File: src/design/psr_pkg.sv
// Constants and types for the pump status relay logic
// Function
// - Normal relay: start, turning, at speed, no error
// - Error relay and red lamp follow error
// - Drive enable: start and no error
// - Green steady normal, flashing when turning otherwise
// - Undefined input combination flagged as converter fault
package psr_pkg;
    // Flash half period: 250 ms at 10 MHz
    localparam int unsigned CLK_HZ          = 10_000_000;
    localparam int unsigned FLASH_HALF_MS   = 250;
    localparam int unsigned FLASH_HALF_CYC  = CLK_HZ / 1000 * FLASH_HALF_MS;
    localparam int unsigned FLASH_CNT_W     = 22;
    localparam logic [21:0] FLASH_CNT_RST   = 22'h00_0000;
    localparam logic        OUT_RST         = 1'b0;

    // Operating modes decoded from the input flags
    typedef enum logic [4:0] {
        PSR_IDLE  = 5'b0_0001,
        PSR_SPIN  = 5'b0_0010,
        PSR_RUN   = 5'b0_0100,
        PSR_ERR   = 5'b0_1000,
        PSR_BAD   = 5'b1_0000
    } psr_mode_e;
endpackage

File: src/design/psr_top.sv
// Pump status relay and lamp decoder
`timescale 1ns/10ps
module psr_top (
    input  wire logic clk,
    input  wire logic rst_n,
    input  wire logic start_cmd,
    input  wire logic rotor_turning,
    input  wire logic at_speed,
    input  wire logic error_present,
    output logic      drive_enable,
    output logic      normal_relay,
    output logic      error_relay,
    output logic      run_lamp_green,
    output logic      fault_lamp_red,
    output logic      converter_fault
);
    import psr_pkg::*;

    logic                   rst_m_q;
    logic                   rst_s_q;
    logic [3:0]             in_s;
    logic [3:0]             flags_q;
    logic                   start_f;
    logic                   turn_f;
    logic                   speed_f;
    logic                   err_f;
    logic [FLASH_CNT_W-1:0] flash_cnt_q;
    logic                   flash_q;
    psr_mode_e              mode_d;

    // Reset release through two flops
    always_ff @(posedge clk or negedge rst_n) begin
        if (!rst_n) begin
            rst_m_q <= 1'b0;
            rst_s_q <= 1'b0;
        end else begin
            rst_m_q <= 1'b1;
            rst_s_q <= rst_m_q;
        end
    end

    // Pin inputs pass two flops each
    psr_sync u_sync_start (
        .clk   (clk),
        .rst_n (rst_s_q),
        .d     (start_cmd),
        .q     (in_s[0])
    );
    psr_sync u_sync_turn (
        .clk   (clk),
        .rst_n (rst_s_q),
        .d     (rotor_turning),
        .q     (in_s[1])
    );
    psr_sync u_sync_speed (
        .clk   (clk),
        .rst_n (rst_s_q),
        .d     (at_speed),
        .q     (in_s[2])
    );
    psr_sync u_sync_err (
        .clk   (clk),
        .rst_n (rst_s_q),
        .d     (error_present),
        .q     (in_s[3])
    );

    // Registered input flags
    always_ff @(posedge clk or negedge rst_s_q) begin
        if (!rst_s_q) begin
            flags_q <= 4'h0;
        end else begin
            flags_q <= in_s;
        end
    end

    assign start_f = flags_q[0];
    assign turn_f  = flags_q[1];
    assign speed_f = flags_q[2];
    assign err_f   = flags_q[3];

    // Mode decode; at speed without turning is not a table row
    always_comb begin
        if (speed_f && !turn_f) begin
            mode_d = PSR_BAD;
        end else if (err_f) begin
            mode_d = PSR_ERR;
        end else if (start_f && turn_f && speed_f) begin
            mode_d = PSR_RUN;
        end else if (turn_f) begin
            mode_d = PSR_SPIN;
        end else begin
            mode_d = PSR_IDLE;
        end
    end

    // Free running flash timebase for the green lamp
    always_ff @(posedge clk or negedge rst_s_q) begin
        if (!rst_s_q) begin
            flash_cnt_q <= FLASH_CNT_RST;
            flash_q     <= 1'b0;
        end else if (flash_cnt_q == FLASH_CNT_W'(FLASH_HALF_CYC - 1)) begin
            flash_cnt_q <= FLASH_CNT_RST;
            flash_q     <= ~flash_q;
        end else begin
            flash_cnt_q <= flash_cnt_q + 1'b1;
        end
    end

    // Motor drive enable: start without error, off in reset
    always_ff @(posedge clk or negedge rst_s_q) begin
        if (!rst_s_q) begin
            drive_enable <= OUT_RST;
        end else begin
            drive_enable <= start_f && !err_f;
        end
    end

    // Normal operation relay only in the full run row
    always_ff @(posedge clk or negedge rst_s_q) begin
        if (!rst_s_q) begin
            normal_relay <= OUT_RST;
        end else begin
            normal_relay <= (mode_d == PSR_RUN);
        end
    end

    // Error relay and red lamp follow the error flag alone
    always_ff @(posedge clk or negedge rst_s_q) begin
        if (!rst_s_q) begin
            error_relay    <= OUT_RST;
            fault_lamp_red <= OUT_RST;
        end else begin
            error_relay    <= err_f;
            fault_lamp_red <= err_f;
        end
    end

    // Converter fault on an input row that the status table lacks
    always_ff @(posedge clk or negedge rst_s_q) begin
        if (!rst_s_q) begin
            converter_fault <= OUT_RST;
        end else begin
            converter_fault <= (mode_d == PSR_BAD);
        end
    end

    // Green lamp: steady in normal run, flashing while turning otherwise
    always_ff @(posedge clk or negedge rst_s_q) begin
        if (!rst_s_q) begin
            run_lamp_green <= OUT_RST;
        end else begin
            case (mode_d)
                PSR_RUN:  run_lamp_green <= 1'b1;
                PSR_IDLE: run_lamp_green <= 1'b0;
                default:  run_lamp_green <= turn_f && flash_q;
            endcase
        end
    end

    // Relay checks: normal relay only after the run row, never beside error or fault
    AST_NORMAL_RELAY: assert property (@(posedge clk) disable iff (!rst_s_q)
        normal_relay |-> $past(start_f && turn_f && speed_f && !err_f))
        else $error("normal relay without normal operation");
    AST_NORMAL_ON: assert property (@(posedge clk) disable iff (!rst_s_q)
        (start_f && turn_f && speed_f && !err_f) |=> normal_relay)
        else $error("normal relay passive in normal operation");
    AST_NO_RUN_ERR: assert property (@(posedge clk) disable iff (!rst_s_q)
        !(normal_relay && error_relay))
        else $error("normal and error relay both active");
    AST_NO_RUN_FAULT: assert property (@(posedge clk) disable iff (!rst_s_q)
        converter_fault |-> !normal_relay)
        else $error("normal relay during converter fault");

    // Error outputs and motor drive enable
    AST_ERROR_OUTS: assert property (@(posedge clk) disable iff (!rst_s_q)
        ##1 (error_relay == $past(err_f)) && (fault_lamp_red == error_relay))
        else $error("error relay or red lamp wrong");
    AST_DRIVE_EN: assert property (@(posedge clk) disable iff (!rst_s_q)
        err_f |=> !drive_enable)
        else $error("drive enabled during error");
    AST_DRIVE_STOP: assert property (@(posedge clk) disable iff (!rst_s_q)
        !start_f |=> !drive_enable)
        else $error("drive enabled after stop");
    AST_DRIVE_ON: assert property (@(posedge clk) disable iff (!rst_s_q)
        (start_f && !err_f) |=> drive_enable)
        else $error("drive not enabled on start");

    // Green lamp and its flash timebase
    AST_LAMP_OFF: assert property (@(posedge clk) disable iff (!rst_s_q)
        !turn_f |=> !run_lamp_green)
        else $error("green lamp on while rotor still");
    AST_LAMP_STEADY: assert property (@(posedge clk) disable iff (!rst_s_q)
        (mode_d == PSR_RUN)[*3] |=> run_lamp_green)
        else $error("green lamp not steady in normal run");
    AST_LAMP_FLASH: assert property (@(posedge clk) disable iff (!rst_s_q)
        (turn_f && !(start_f && speed_f && !err_f)) |=> (run_lamp_green == $past(flash_q)))
        else $error("green lamp not following the flash phase");
    AST_FLASH_BOUND: assert property (@(posedge clk) disable iff (!rst_s_q)
        flash_cnt_q <= FLASH_CNT_W'(FLASH_HALF_CYC - 1))
        else $error("flash counter beyond its half period");
    AST_FLASH_HOLD: assert property (@(posedge clk) disable iff (!rst_s_q)
        (flash_cnt_q != FLASH_CNT_W'(FLASH_HALF_CYC - 1)) |=> $stable(flash_q))
        else $error("flash phase changed inside a half period");

    // Fault decode, flag register and reset levels
    AST_FAULT_DECODE: assert property (@(posedge clk) disable iff (!rst_s_q)
        converter_fault == $past(speed_f && !turn_f))
        else $error("converter fault decode wrong");
    AST_FLAGS_FOLLOW: assert property (@(posedge clk) disable iff (!rst_s_q)
        flags_q == $past(in_s))
        else $error("input flags not refreshed each cycle");
    AST_RESET_OFF: assert property (@(posedge clk)
        !rst_s_q |-> !(drive_enable || normal_relay || error_relay || run_lamp_green
                       || fault_lamp_red || converter_fault))
        else $error("output active during reset");

    // Main scenarios
    COV_RUN: cover property (@(posedge clk) disable iff (!rst_s_q) normal_relay);
    COV_ERR: cover property (@(posedge clk) disable iff (!rst_s_q) error_relay && drive_enable == 1'b0);
    COV_FLASH: cover property (@(posedge clk) disable iff (!rst_s_q)
        (mode_d == PSR_SPIN) ##1 $rose(run_lamp_green));
    COV_FAULT: cover property (@(posedge clk) disable iff (!rst_s_q) converter_fault);
    COV_RUN_TO_ERR: cover property (@(posedge clk) disable iff (!rst_s_q)
        normal_relay ##1 (error_relay && !normal_relay));
endmodule

File: src/design/psr_sync.sv
// Two-flop synchroniser for one asynchronous level
`timescale 1ns/10ps
module psr_sync (
    input  wire logic clk,
    input  wire logic rst_n,
    input  wire logic d,
    output logic      q
);
    logic meta_q;

    // First flop feeds only the second
    always_ff @(posedge clk or negedge rst_n) begin
        if (!rst_n) begin
            meta_q <= 1'b0;
            q      <= 1'b0;
        end else begin
            meta_q <= d;
            q      <= meta_q;
        end
    end
endmodule

File: config.mk
export PLATFORM = sky130hd
export DESIGN_NAME = psr_top
export DESIGN_NICKNAME = d
export VERILOG_FILES = /design/src/design/psr_pkg.sv /design/src/design/psr_top.sv /design/src/design/psr_sync.sv
export SDC_FILE = /design/constraint.sdc
export NUM_CORES = 1
export LEC_CHECK = 0
export BUFFER_PORTS_ARGS = -buffer_cell sky130_fd_sc_hd__buf_2
export CELL_PAD_IN_SITES_DETAIL_PLACEMENT = 1
export CELL_PAD_IN_SITES_GLOBAL_PLACEMENT = 1
export CORE_UTILIZATION = 30
export DETAILED_ROUTE_END_ITERATION = 8
export PLACE_DENSITY = 0.52
export RECOVER_POWER = 100
export SKIP_LAST_GASP = 1
export SYNTH_ARGS = -nofsm -noshare
export SYNTH_HDL_FRONTEND = slang
export SYNTH_SLANG_ARGS = --single-unit
File: constraint.sdc
create_clock -name clk -period 1.25 [get_ports clk]
set_input_delay 0.125 -clock clk [delete_from_list [all_inputs] [get_ports clk]]
set_output_delay 0.125 -clock clk [all_outputs]
set_load 0.03 [all_outputs]
# == Word level (Yosys, flattened, before mapping) ==
# Cells that the tools add are included.
# totals
regBits,42
inputBits,6
output_inout_bits,6
word_cells,37
# op_classes
addsub,1
n_eq_ne,4
n_mux,6
n_bitwise,1
n_reduce_logical,7
# op_table
op,n
"22-bit by 1-bit adder with 22-bit output, second input constant",1
"22-bit equality test, second input constant",1
22-bit two-way mux,1
5-bit two-way mux,2
"5-bit by 1-bit equality test with 1-bit output, second input constant",1
"5-bit by 3-bit equality test with 1-bit output, second input constant",1
"5-bit equality test, second input constant",1
1-bit logical AND,5
3-bit two-way mux,1
1-bit zero test,2
2-bit two-way mux,1
1-bit case mux with 2 select lines,1
1-bit inverter,1

# == Logic depth before layout (Yosys ltp) ==
# Gate-level depths: netlist of the first run.
# logic_depth
depth_word,7
ltp_mapped,6

# == Modules after synthesis ==
# From an unflattened synthesis of the first run, not the netlist that was laid out.
# unflattened
hier_cells,131
area_unflattened_um2,1650.3
# by_module_without_submodules
module,instances,cells_each,area_per_inst_um2
psr_top,1,123,1450.1
psr_sync,4,2,50.0

# == Worst setup path before layout of the first run ==
# No wires, ideal clock.
# synth_path
path_type,register to register
from,register flash_cnt_q[0]
to,register flash_q
arrival_time_ns,1.495
path_slack_ns,-0.320
path_stages_with_launch,7
path_cell_list,dfrtp_1 -> ha_1 -> and4_1 -> nand4_1 -> nor4_4 -> buf_6 -> xor2_2
# synth_between
elab_chain_len,1
# synth_rtl
item,line,rtl
from (decl),psr_top.sv:27,logic [FLASH_CNT_W-1:0] flash_cnt_q;
from (signal assigned),psr_top.sv:106,flash_cnt_q <= flash_cnt_q + 1'b1;
22-bit equality test,psr_top.sv:102,end else if (flash_cnt_q == FLASH_CNT_W'(FLASH_HALF_CYC - 1)) begin
to (signal assigned),psr_top.sv:104,flash_q <= ~flash_q;
to (decl),psr_top.sv:28,logic flash_q;
# No other way between the ends.
# A chain may end at the register's enable or synchronous reset.

# == Worst setup path in the final report of the first run ==
# layout_path
from,register flash_cnt_q[16]
to,register flash_cnt_q[1]
# layout_between
elab_chain_len,2
# layout_rtl
item,line
22-bit equality test,psr_top.sv:102
22-bit two-way mux,psr_top.sv:102
# No other way between the ends.

==> results of run 1 <==
[power by group through the flow]
stage / Clock [W] / Combinational (W) / Sequential [W]
floorplan: 0 / 0.00000969 / 0.00145
global placement: 0 / 0.0000602 / 0.00143
detailed placement: 0 / 0.0000628 / 0.00143
CTS: 0.00111 / 0.0000751 / 0.00141
global route: 0.00116 / 0.0000729 / 0.00141
finish: 0.00107 / 0.0000656 / 0.00140
[registers in the layout (all words and copies together), names as in the netlist]
register,count
drive_enable,1
u_sync_turn.q,1
flash_cnt_q,22
fault_lamp_red,1
u_sync_speed.meta_q,1
u_sync_start.q,1
normal_relay,1
u_sync_start.meta_q,1
rst_m_q,1
u_sync_err.q,1
flags_q,4
run_lamp_green,1
converter_fault,1
u_sync_turn.meta_q,1
u_sync_err.meta_q,1
flash_q,1
rst_s_q,1
u_sync_speed.q,1
[worst max-delay path, delay by kind of cell, from the launching register on]
kind | cells | cell delay (ns)
buf+inv | 1 | 0.21
flops | 1 | 0.41
simple gates | 4 | 0.82
[what timing repair did]
item | in CTS | in global routing
pin swaps | 23 | 14
setup endpoints to repair | 20 | 20
endpoints found under the hold margin | 6 | 0
hold buffers | 5 | 0
buffers inserted | 4 | 6
gates resized for setup | 24 | 11
[placed cells by master, fill, tap and decap left out, types with 5 or more instances in the layout]
cell | netlist | layout
xor2_1 | 5 | 5
nand3_1 | 8 | 5
buf_4 | 1 | 43
clkbuf_8 | 0 | 5
clkbuf_1 | 0 | 8
dlygate4sd3_1 | 0 | 5
dfrtp_1 | 42 | 42
nor2_2 | 0 | 6
xnor2_1 | 12 | 10
nand4_1 | 10 | 10
[cell families (layout without fill, tap and decap cells)]
family	Yosys count	count (layout)	share of synthesized area, %
adders and majority gates	1	1	0.7489
and+or+nand+nor	58	58	21.80
AOI/OAI and AO/OA	6	6	2.173
muxes	1	1	0.5993
buffers and inverters	4	73	1.648
DFF	42	42	62.92
xor gates and xnor gates	18	18	9.888
other	1	1	0.2245
[Yosys cell counts]
master / count
nor2b_1: 3
nor2_1: 10
clkbuf_2: 1
ha_1: 1
buf_6: 1
nor4b_2: 2
xor2_2: 1
dfrtp_1: 42
nand4_1: 10
o21ai_0: 2
a21oi_1: 2
nor4_2: 1
nor3_1: 3
or3_1: 1
mux2i_1: 1
inv_1: 1
buf_4: 1
and3_1: 8
nor3b_1: 1
and2_1: 2
xnor2_1: 12
conb_1: 1
nand2_1: 4
nand3_1: 8
xor2_1: 5
nor4_4: 1
and4_1: 4
o21a_1: 1
o41ai_1: 1
[layout make-up]
cell class | instances | area, um^2
fillers | 563 | 2760
flip-flops and latches | 42 | 1051
multi-input cells | 85 | 753.2
repair buffers | 64 | 471.7
well taps | 70 | 87.58
clock buffers | 6 | 72.57
clock inverters | 2 | 37.54
inverters | 1 | 3.754
[routing by layer]
layer | track usage [%] | vias up | part of all wire (%)
li1 | - | 597 | -
met1 | 18.45 | 639 | 44
met2 | 27.21 | 10 | 52
met3 | 2.994 | 7 | 1.9
met4 | 6.346 | 0 | 1.5
met5 | 0 | - | 0
[metrics by stage]
step | setup WS [ns] | hold slack (ns) | total power [W] | TNS, ns | cell area [um^2]
final | -0.3087 | 0.1454 | 0.002535 | -4.272 | 2477
after floorplan | -0.1885 | -0.1706 | 0.001461 | -1.949 | 1700
after global placement | -0.2832 | -0.08991 | 0.001491 | -3.943 | 2123
after detailed placement | -0.2937 | -0.08735 | 0.001496 | -4.126 | 2123
after global routing | -0.3858 | 0.1623 | 0.002638 | -6.477 | 2477
after CTS | -0.3073 | 0.1254 | 0.002589 | -3.996 | 2419
[path summary, 6_finish.rpt]
| kind | to | slack (ns) | cells after the start |
|---|---|---|---|
| worst max register to register | flash_cnt_q[1] | -0.31 | 5 |
| worst min register to register | flash_cnt_q[2] | 0.25 | 0 |
| max in group asynchronous | flash_cnt_q[17] | 0.15 | 1 |
| worst min-delay path | rst_m_q | 0.15 | 2 |
| worst max-delay path | flash_cnt_q[1] | -0.31 | 5 |
| min in group clk | u_sync_err.q | 0.35 | 0 |
==> flow_metrics.env, run 1 <==
export IMPL_via_per_inst=4.641
export IMPL_gp_congestion=0.7275
export IMPL_clock_latency_ns=0.29
export IMPL_final_nets=206
export IMPL_grt_pass1_wl_um=6962
export IMPL_dp_hpwl_um=2815
export IMPL_path_max_fanout=8
export IMPL_cts_tree="built"
export IMPL_std_cell_rows=26
export IMPL_placedCellCount=249
export IMPL_ant_nets=0
export IMPL_critPathMaxStageDelay_ns=0.41
export IMPL_required_ns=1.43
export IMPL_powerDensity_mw_per_mm2=1023
export IMPL_cts_max_path_buffers=2
export IMPL_antenna_cells=0
export IMPL_period_share_pct=124.7
export IMPL_max_freq_mhz=641.5
export IMPL_area_growth_pct=48.31
export IMPL_cp_slowest_cell="dfrtp_1"
export IMPL_timing_final_crit_period_ns=1.559
export IMPL_synth_fp_nets=138
export IMPL_clockRootBuffer="clkbuf_8"
export IMPL_cp_end_kind="register"
export IMPL_wl_um=3942
export IMPL_cts_htree_levels=2
export IMPL_violations="setup timing"
export IMPL_yosysUniqueCellTypes=29
export IMPL_pin_count=12
export IMPL_finalHoldViolations=0
export IMPL_layout_cells_non_filler=270
export IMPL_setup_violations_final=20
export IMPL_io_buffers=11
export IMPL_timing_rr_start="flash_cnt_q[16]"
export IMPL_grt_pass1_vias=1427
export IMPL_swShare_pct=20.91
export IMPL_slew_headroom_pct=60.35
export IMPL_synth_seq_area_share_pct=62.92
export IMPL_fp_dieArea_mm2=0.005870
export IMPL_rsz0062_at_grt="true"
export IMPL_cts_buffers=5
export IMPL_switchingPower_w=0.0005301
export IMPL_crit_path_start="flash_cnt_q[16]"
export IMPL_initial_core_util_pct=31.89
export IMPL_cts_sinks=42
export IMPL_crit_path_start_kind="register"
export IMPL_antenna_found_initial=0
export IMPL_grt_use_total_pct=15.49
export IMPL_firstDrtPassIters=4
export IMPL_ys_warnings_count=0
export IMPL_pwr_share_comb_pct=2.6
export IMPL_worst_clock_skew_ns=0.006393
export IMPL_cp_arrival_ns=1.74
export IMPL_drv_cap=0
export IMPL_outcome="finished with violations"
export IMPL_grt_overflow=0
export IMPL_num_vias=1253
export IMPL_synth_area_leader_cell="dfrtp_1"
export IMPL_wl_per_cell_um=14.60
export IMPL_drt_iter0_drc=53
export IMPL_finalMaxSlewViolations=0
export IMPL_drive_above_1_share_pct=45.00
export IMPL_clkTransAtPathRegs_ns=0.08
export IMPL_hold_class="input pin to async pin"
export IMPL_worstSetupPathType="register to register"
export IMPL_fp_dieW_um=76.62
export IMPL_synth_cells=131
export IMPL_syn_avg_cell_area_um2=12.75
export IMPL_power_frac_seq_pct=55.4
export IMPL_synth_seq_cells=42
export IMPL_utilization_pct=47.30
export IMPL_p_leak_nw=1.159
export IMPL_netlist_top_cells_area="dfrtp_1 63%, xnor2_1 6.3%, nand4_1 3.7%"
export IMPL_synth_top_area_share_pct=62.92
export IMPL_fin_ws_ns=-0.3087
export IMPL_grt_max_degree=28
export IMPL_intPower_w=0.002004
export IMPL_clockPowerShare_pct=42.1
export IMPL_syn_cell_area_mm2=0.001670
export IMPL_worstMarginPinSlew_ns=0.5948
export IMPL_die_h_um=76.62
export IMPL_irDropWorstVdd_v=0.0005394
export IMPL_core_mm2=0.005238
export IMPL_path_cells="nor4b_2 -> nand4_1 -> nor4_4 -> buf_6 -> nor2b_1"
export IMPL_drc=0
Note: power is estimated with default switching activity, not from simulation.
==> run 2: changes to the inputs <==
- CORE_ASPECT_RATIO: default -> 0.8
==> run 2 against run 1 <==
The flow still finishes with violations (setup timing). Die area is essentially flat. Total power grew 0.49%. Largest cell class unchanged. Sequential power is essentially flat. Worst setup slack lost 0.060 ns.
==> flow_metrics.env, run 2 (synthesized netlist as in run 1, its figures left out) <==
export IMPL_drive_above_1_share_pct=41.41
export IMPL_violations="setup timing"
export IMPL_worstSetupPathType="register to register"
export IMPL_tns_ns=-5.180
export IMPL_crit_path_start_kind="register"
export IMPL_drv_cap=0
export IMPL_grt_pass1_vias=1300
export IMPL_required_ns=1.44
export IMPL_wl_met1_um=1934
export IMPL_cp_end_kind="register"
export IMPL_outcome="finished with violations"
export IMPL_area_growth_pct=43.90
export IMPL_cts_tree="built"
export IMPL_fin_ws_ns=-0.3685
export IMPL_fp_dieW_um=85.43
export IMPL_gp_congestion=0.8209
export IMPL_clkTransAtPathRegs_ns=0.08
export IMPL_std_cell_rows=23
export IMPL_via_per_inst=4.912
export IMPL_cts_max_path_buffers=2
export IMPL_antenna_found_initial=0
export IMPL_grt_pass1_wl_um=6582
export IMPL_antenna_cells=0
export IMPL_worstMarginPinSlew_ns=0.5466
export IMPL_rsz0062_at_grt="true"
export IMPL_cts_sinks=42
export IMPL_timing_final_crit_period_ns=1.618
export IMPL_irDropWorstVdd_v=0.0004422
export IMPL_firstDrtPassIters=4
export IMPL_largest_reg_flops=22
export IMPL_most_common_layout_cells="42 x buf_4, 41 x dfrtp_1, 12 x xnor2_1"
export IMPL_wl_um=3929
export IMPL_top_regs="flash_cnt_q (22), flags_q (4)"
export IMPL_finalMaxSlewViolations=0
export IMPL_die_h_um=68.74
export IMPL_final_nets=204
export IMPL_cts_htree_levels=2
export IMPL_final_common_cell="buf_4"
export IMPL_period_share_pct=129.5
export IMPL_initial_core_util_pct=32.25
export IMPL_met2WireLength_um=1807
export IMPL_p_leak_nw=1.138
export IMPL_io_buffers=11
export IMPL_fp_dieArea_mm2=0.005872
export IMPL_grt_max_degree=41
export IMPL_path_max_fanout=6
export IMPL_core_mm2=0.005180
export IMPL_finalHoldViolations=0
export IMPL_regMostFlops="flash_cnt_q"
export IMPL_slew_headroom_pct=63.56
export IMPL_setup_violations_final=18
export IMPL_grt_overflow=0
export IMPL_ant_nets=0
export IMPL_pin_count=12
export IMPL_hold_worst_slack_ns=0.1273
export IMPL_num_vias=1277
export IMPL_clock_latency_ns=0.30
export IMPL_wl_met3_um=116
export IMPL_powerDensity_mw_per_mm2=1060
export IMPL_drc=0
export IMPL_clockRootBuffer="clkbuf_8"
export IMPL_top_layer="met4"
export IMPL_r2r_slack_ns=-0.37
export IMPL_dp_hpwl_um=2742
export IMPL_worst_clock_skew_ns=0.005288
export IMPL_cp_arrival_ns=1.81
export IMPL_max_freq_mhz=617.9
export IMPL_grt_use_total_pct=15.44
export IMPL_wl_per_cell_um=15.11
export IMPL_drt_iter0_drc=65
export IMPL_cts_buffers=5
export IMPL_hold_class="input pin to async pin"
run 2: cell types whose count changed in the layout (fill, tap and decap cells not counted), moves of 2 or more:
cell / previous run / this run
a21oi_2: 0 / 2
and3_4: 4 / 2
nor2_1: 1 / 5
nor2_4: 3 / 1
a21oi_1: 2 / 0
xnor2_1: 10 / 12
nor2_2: 6 / 4
xnor2_2: 2 / 0
run 2: path summary, 6_finish.rpt:
kind / from / endpoint / cells past startpoint
worst max-delay path: flash_cnt_q[1] / flash_cnt_q[8] / 6
worst min-delay path: rst_n / rst_m_q / 2
worst max register to register: flash_cnt_q[1] / flash_cnt_q[8] / 6
worst min register to register: u_sync_turn.q / flags_q[1] / 0
max in group asynchronous: rst_s_q / flash_cnt_q[19] / 1
min in group clk: u_sync_turn.q / flags_q[1] / 0
run 2: cell type report:
cell class | instances | area (um^2)
Clock buffer | 6 | 72.57
Clock inverter | 2 | 37.54
Fill cell | 579 | 2776
Inverter | 1 | 3.754
Multi-Input combinational cell | 85 | 706.9
Sequential cell | 42 | 1052
Tap cell | 62 | 77.57
Timing Repair Buffer | 62 | 452.9
run 2: report_power, final:
part	total (W)	internal [W]	switching, W
clock	0.00108	0.000596	0.000484
combinational	0.0000722	0.0000224	0.0000497
sequential	0.00140	0.00139	0.00000880
total	0.00255	0.00200	0.000542
run 2: routing by layer:
metal  global-route usage (%)  vias to the layer above
met1                    20.51                      666
met2                    24.20                       15
met4                    8.125                        0
li1                         -                      590
met5                        0                        -
met3                    3.214                        6
run 2: repair_timing:
item	in CTS	in global routing
setup buffers	8	3
setup endpoints to repair	20	20
hold buffers	5	0
pin swaps	18	5
endpoints found under the hold margin	6	0
resized for setup	21	4
run 2: per-stage QoR:
stage	power, W	cells	util [%]	instance area, um^2	setup WS, ns
6_report	0.002547	260	46.40	2404	-0.3685
3_3_place_gp	0.001492	239	40.51	2098	-0.3192
3_5_place_dp	0.001496	239	40.51	2098	-0.3911
2_1_floorplan	0.001461	131	-	1700	-0.1885
4_1_cts	0.002587	259	46.40	2404	-0.3883
5_1_grt	0.002636	260	46.40	2404	-0.4894
run 2: worst max-delay path: stages (launching register included):
cell and delay [ns]:
dfrtp_1 0.41, ha_4 0.15, and4_4 0.23, nand4_1 0.17
nor4_4 0.28, buf_4 0.22, nor2_1 0.05
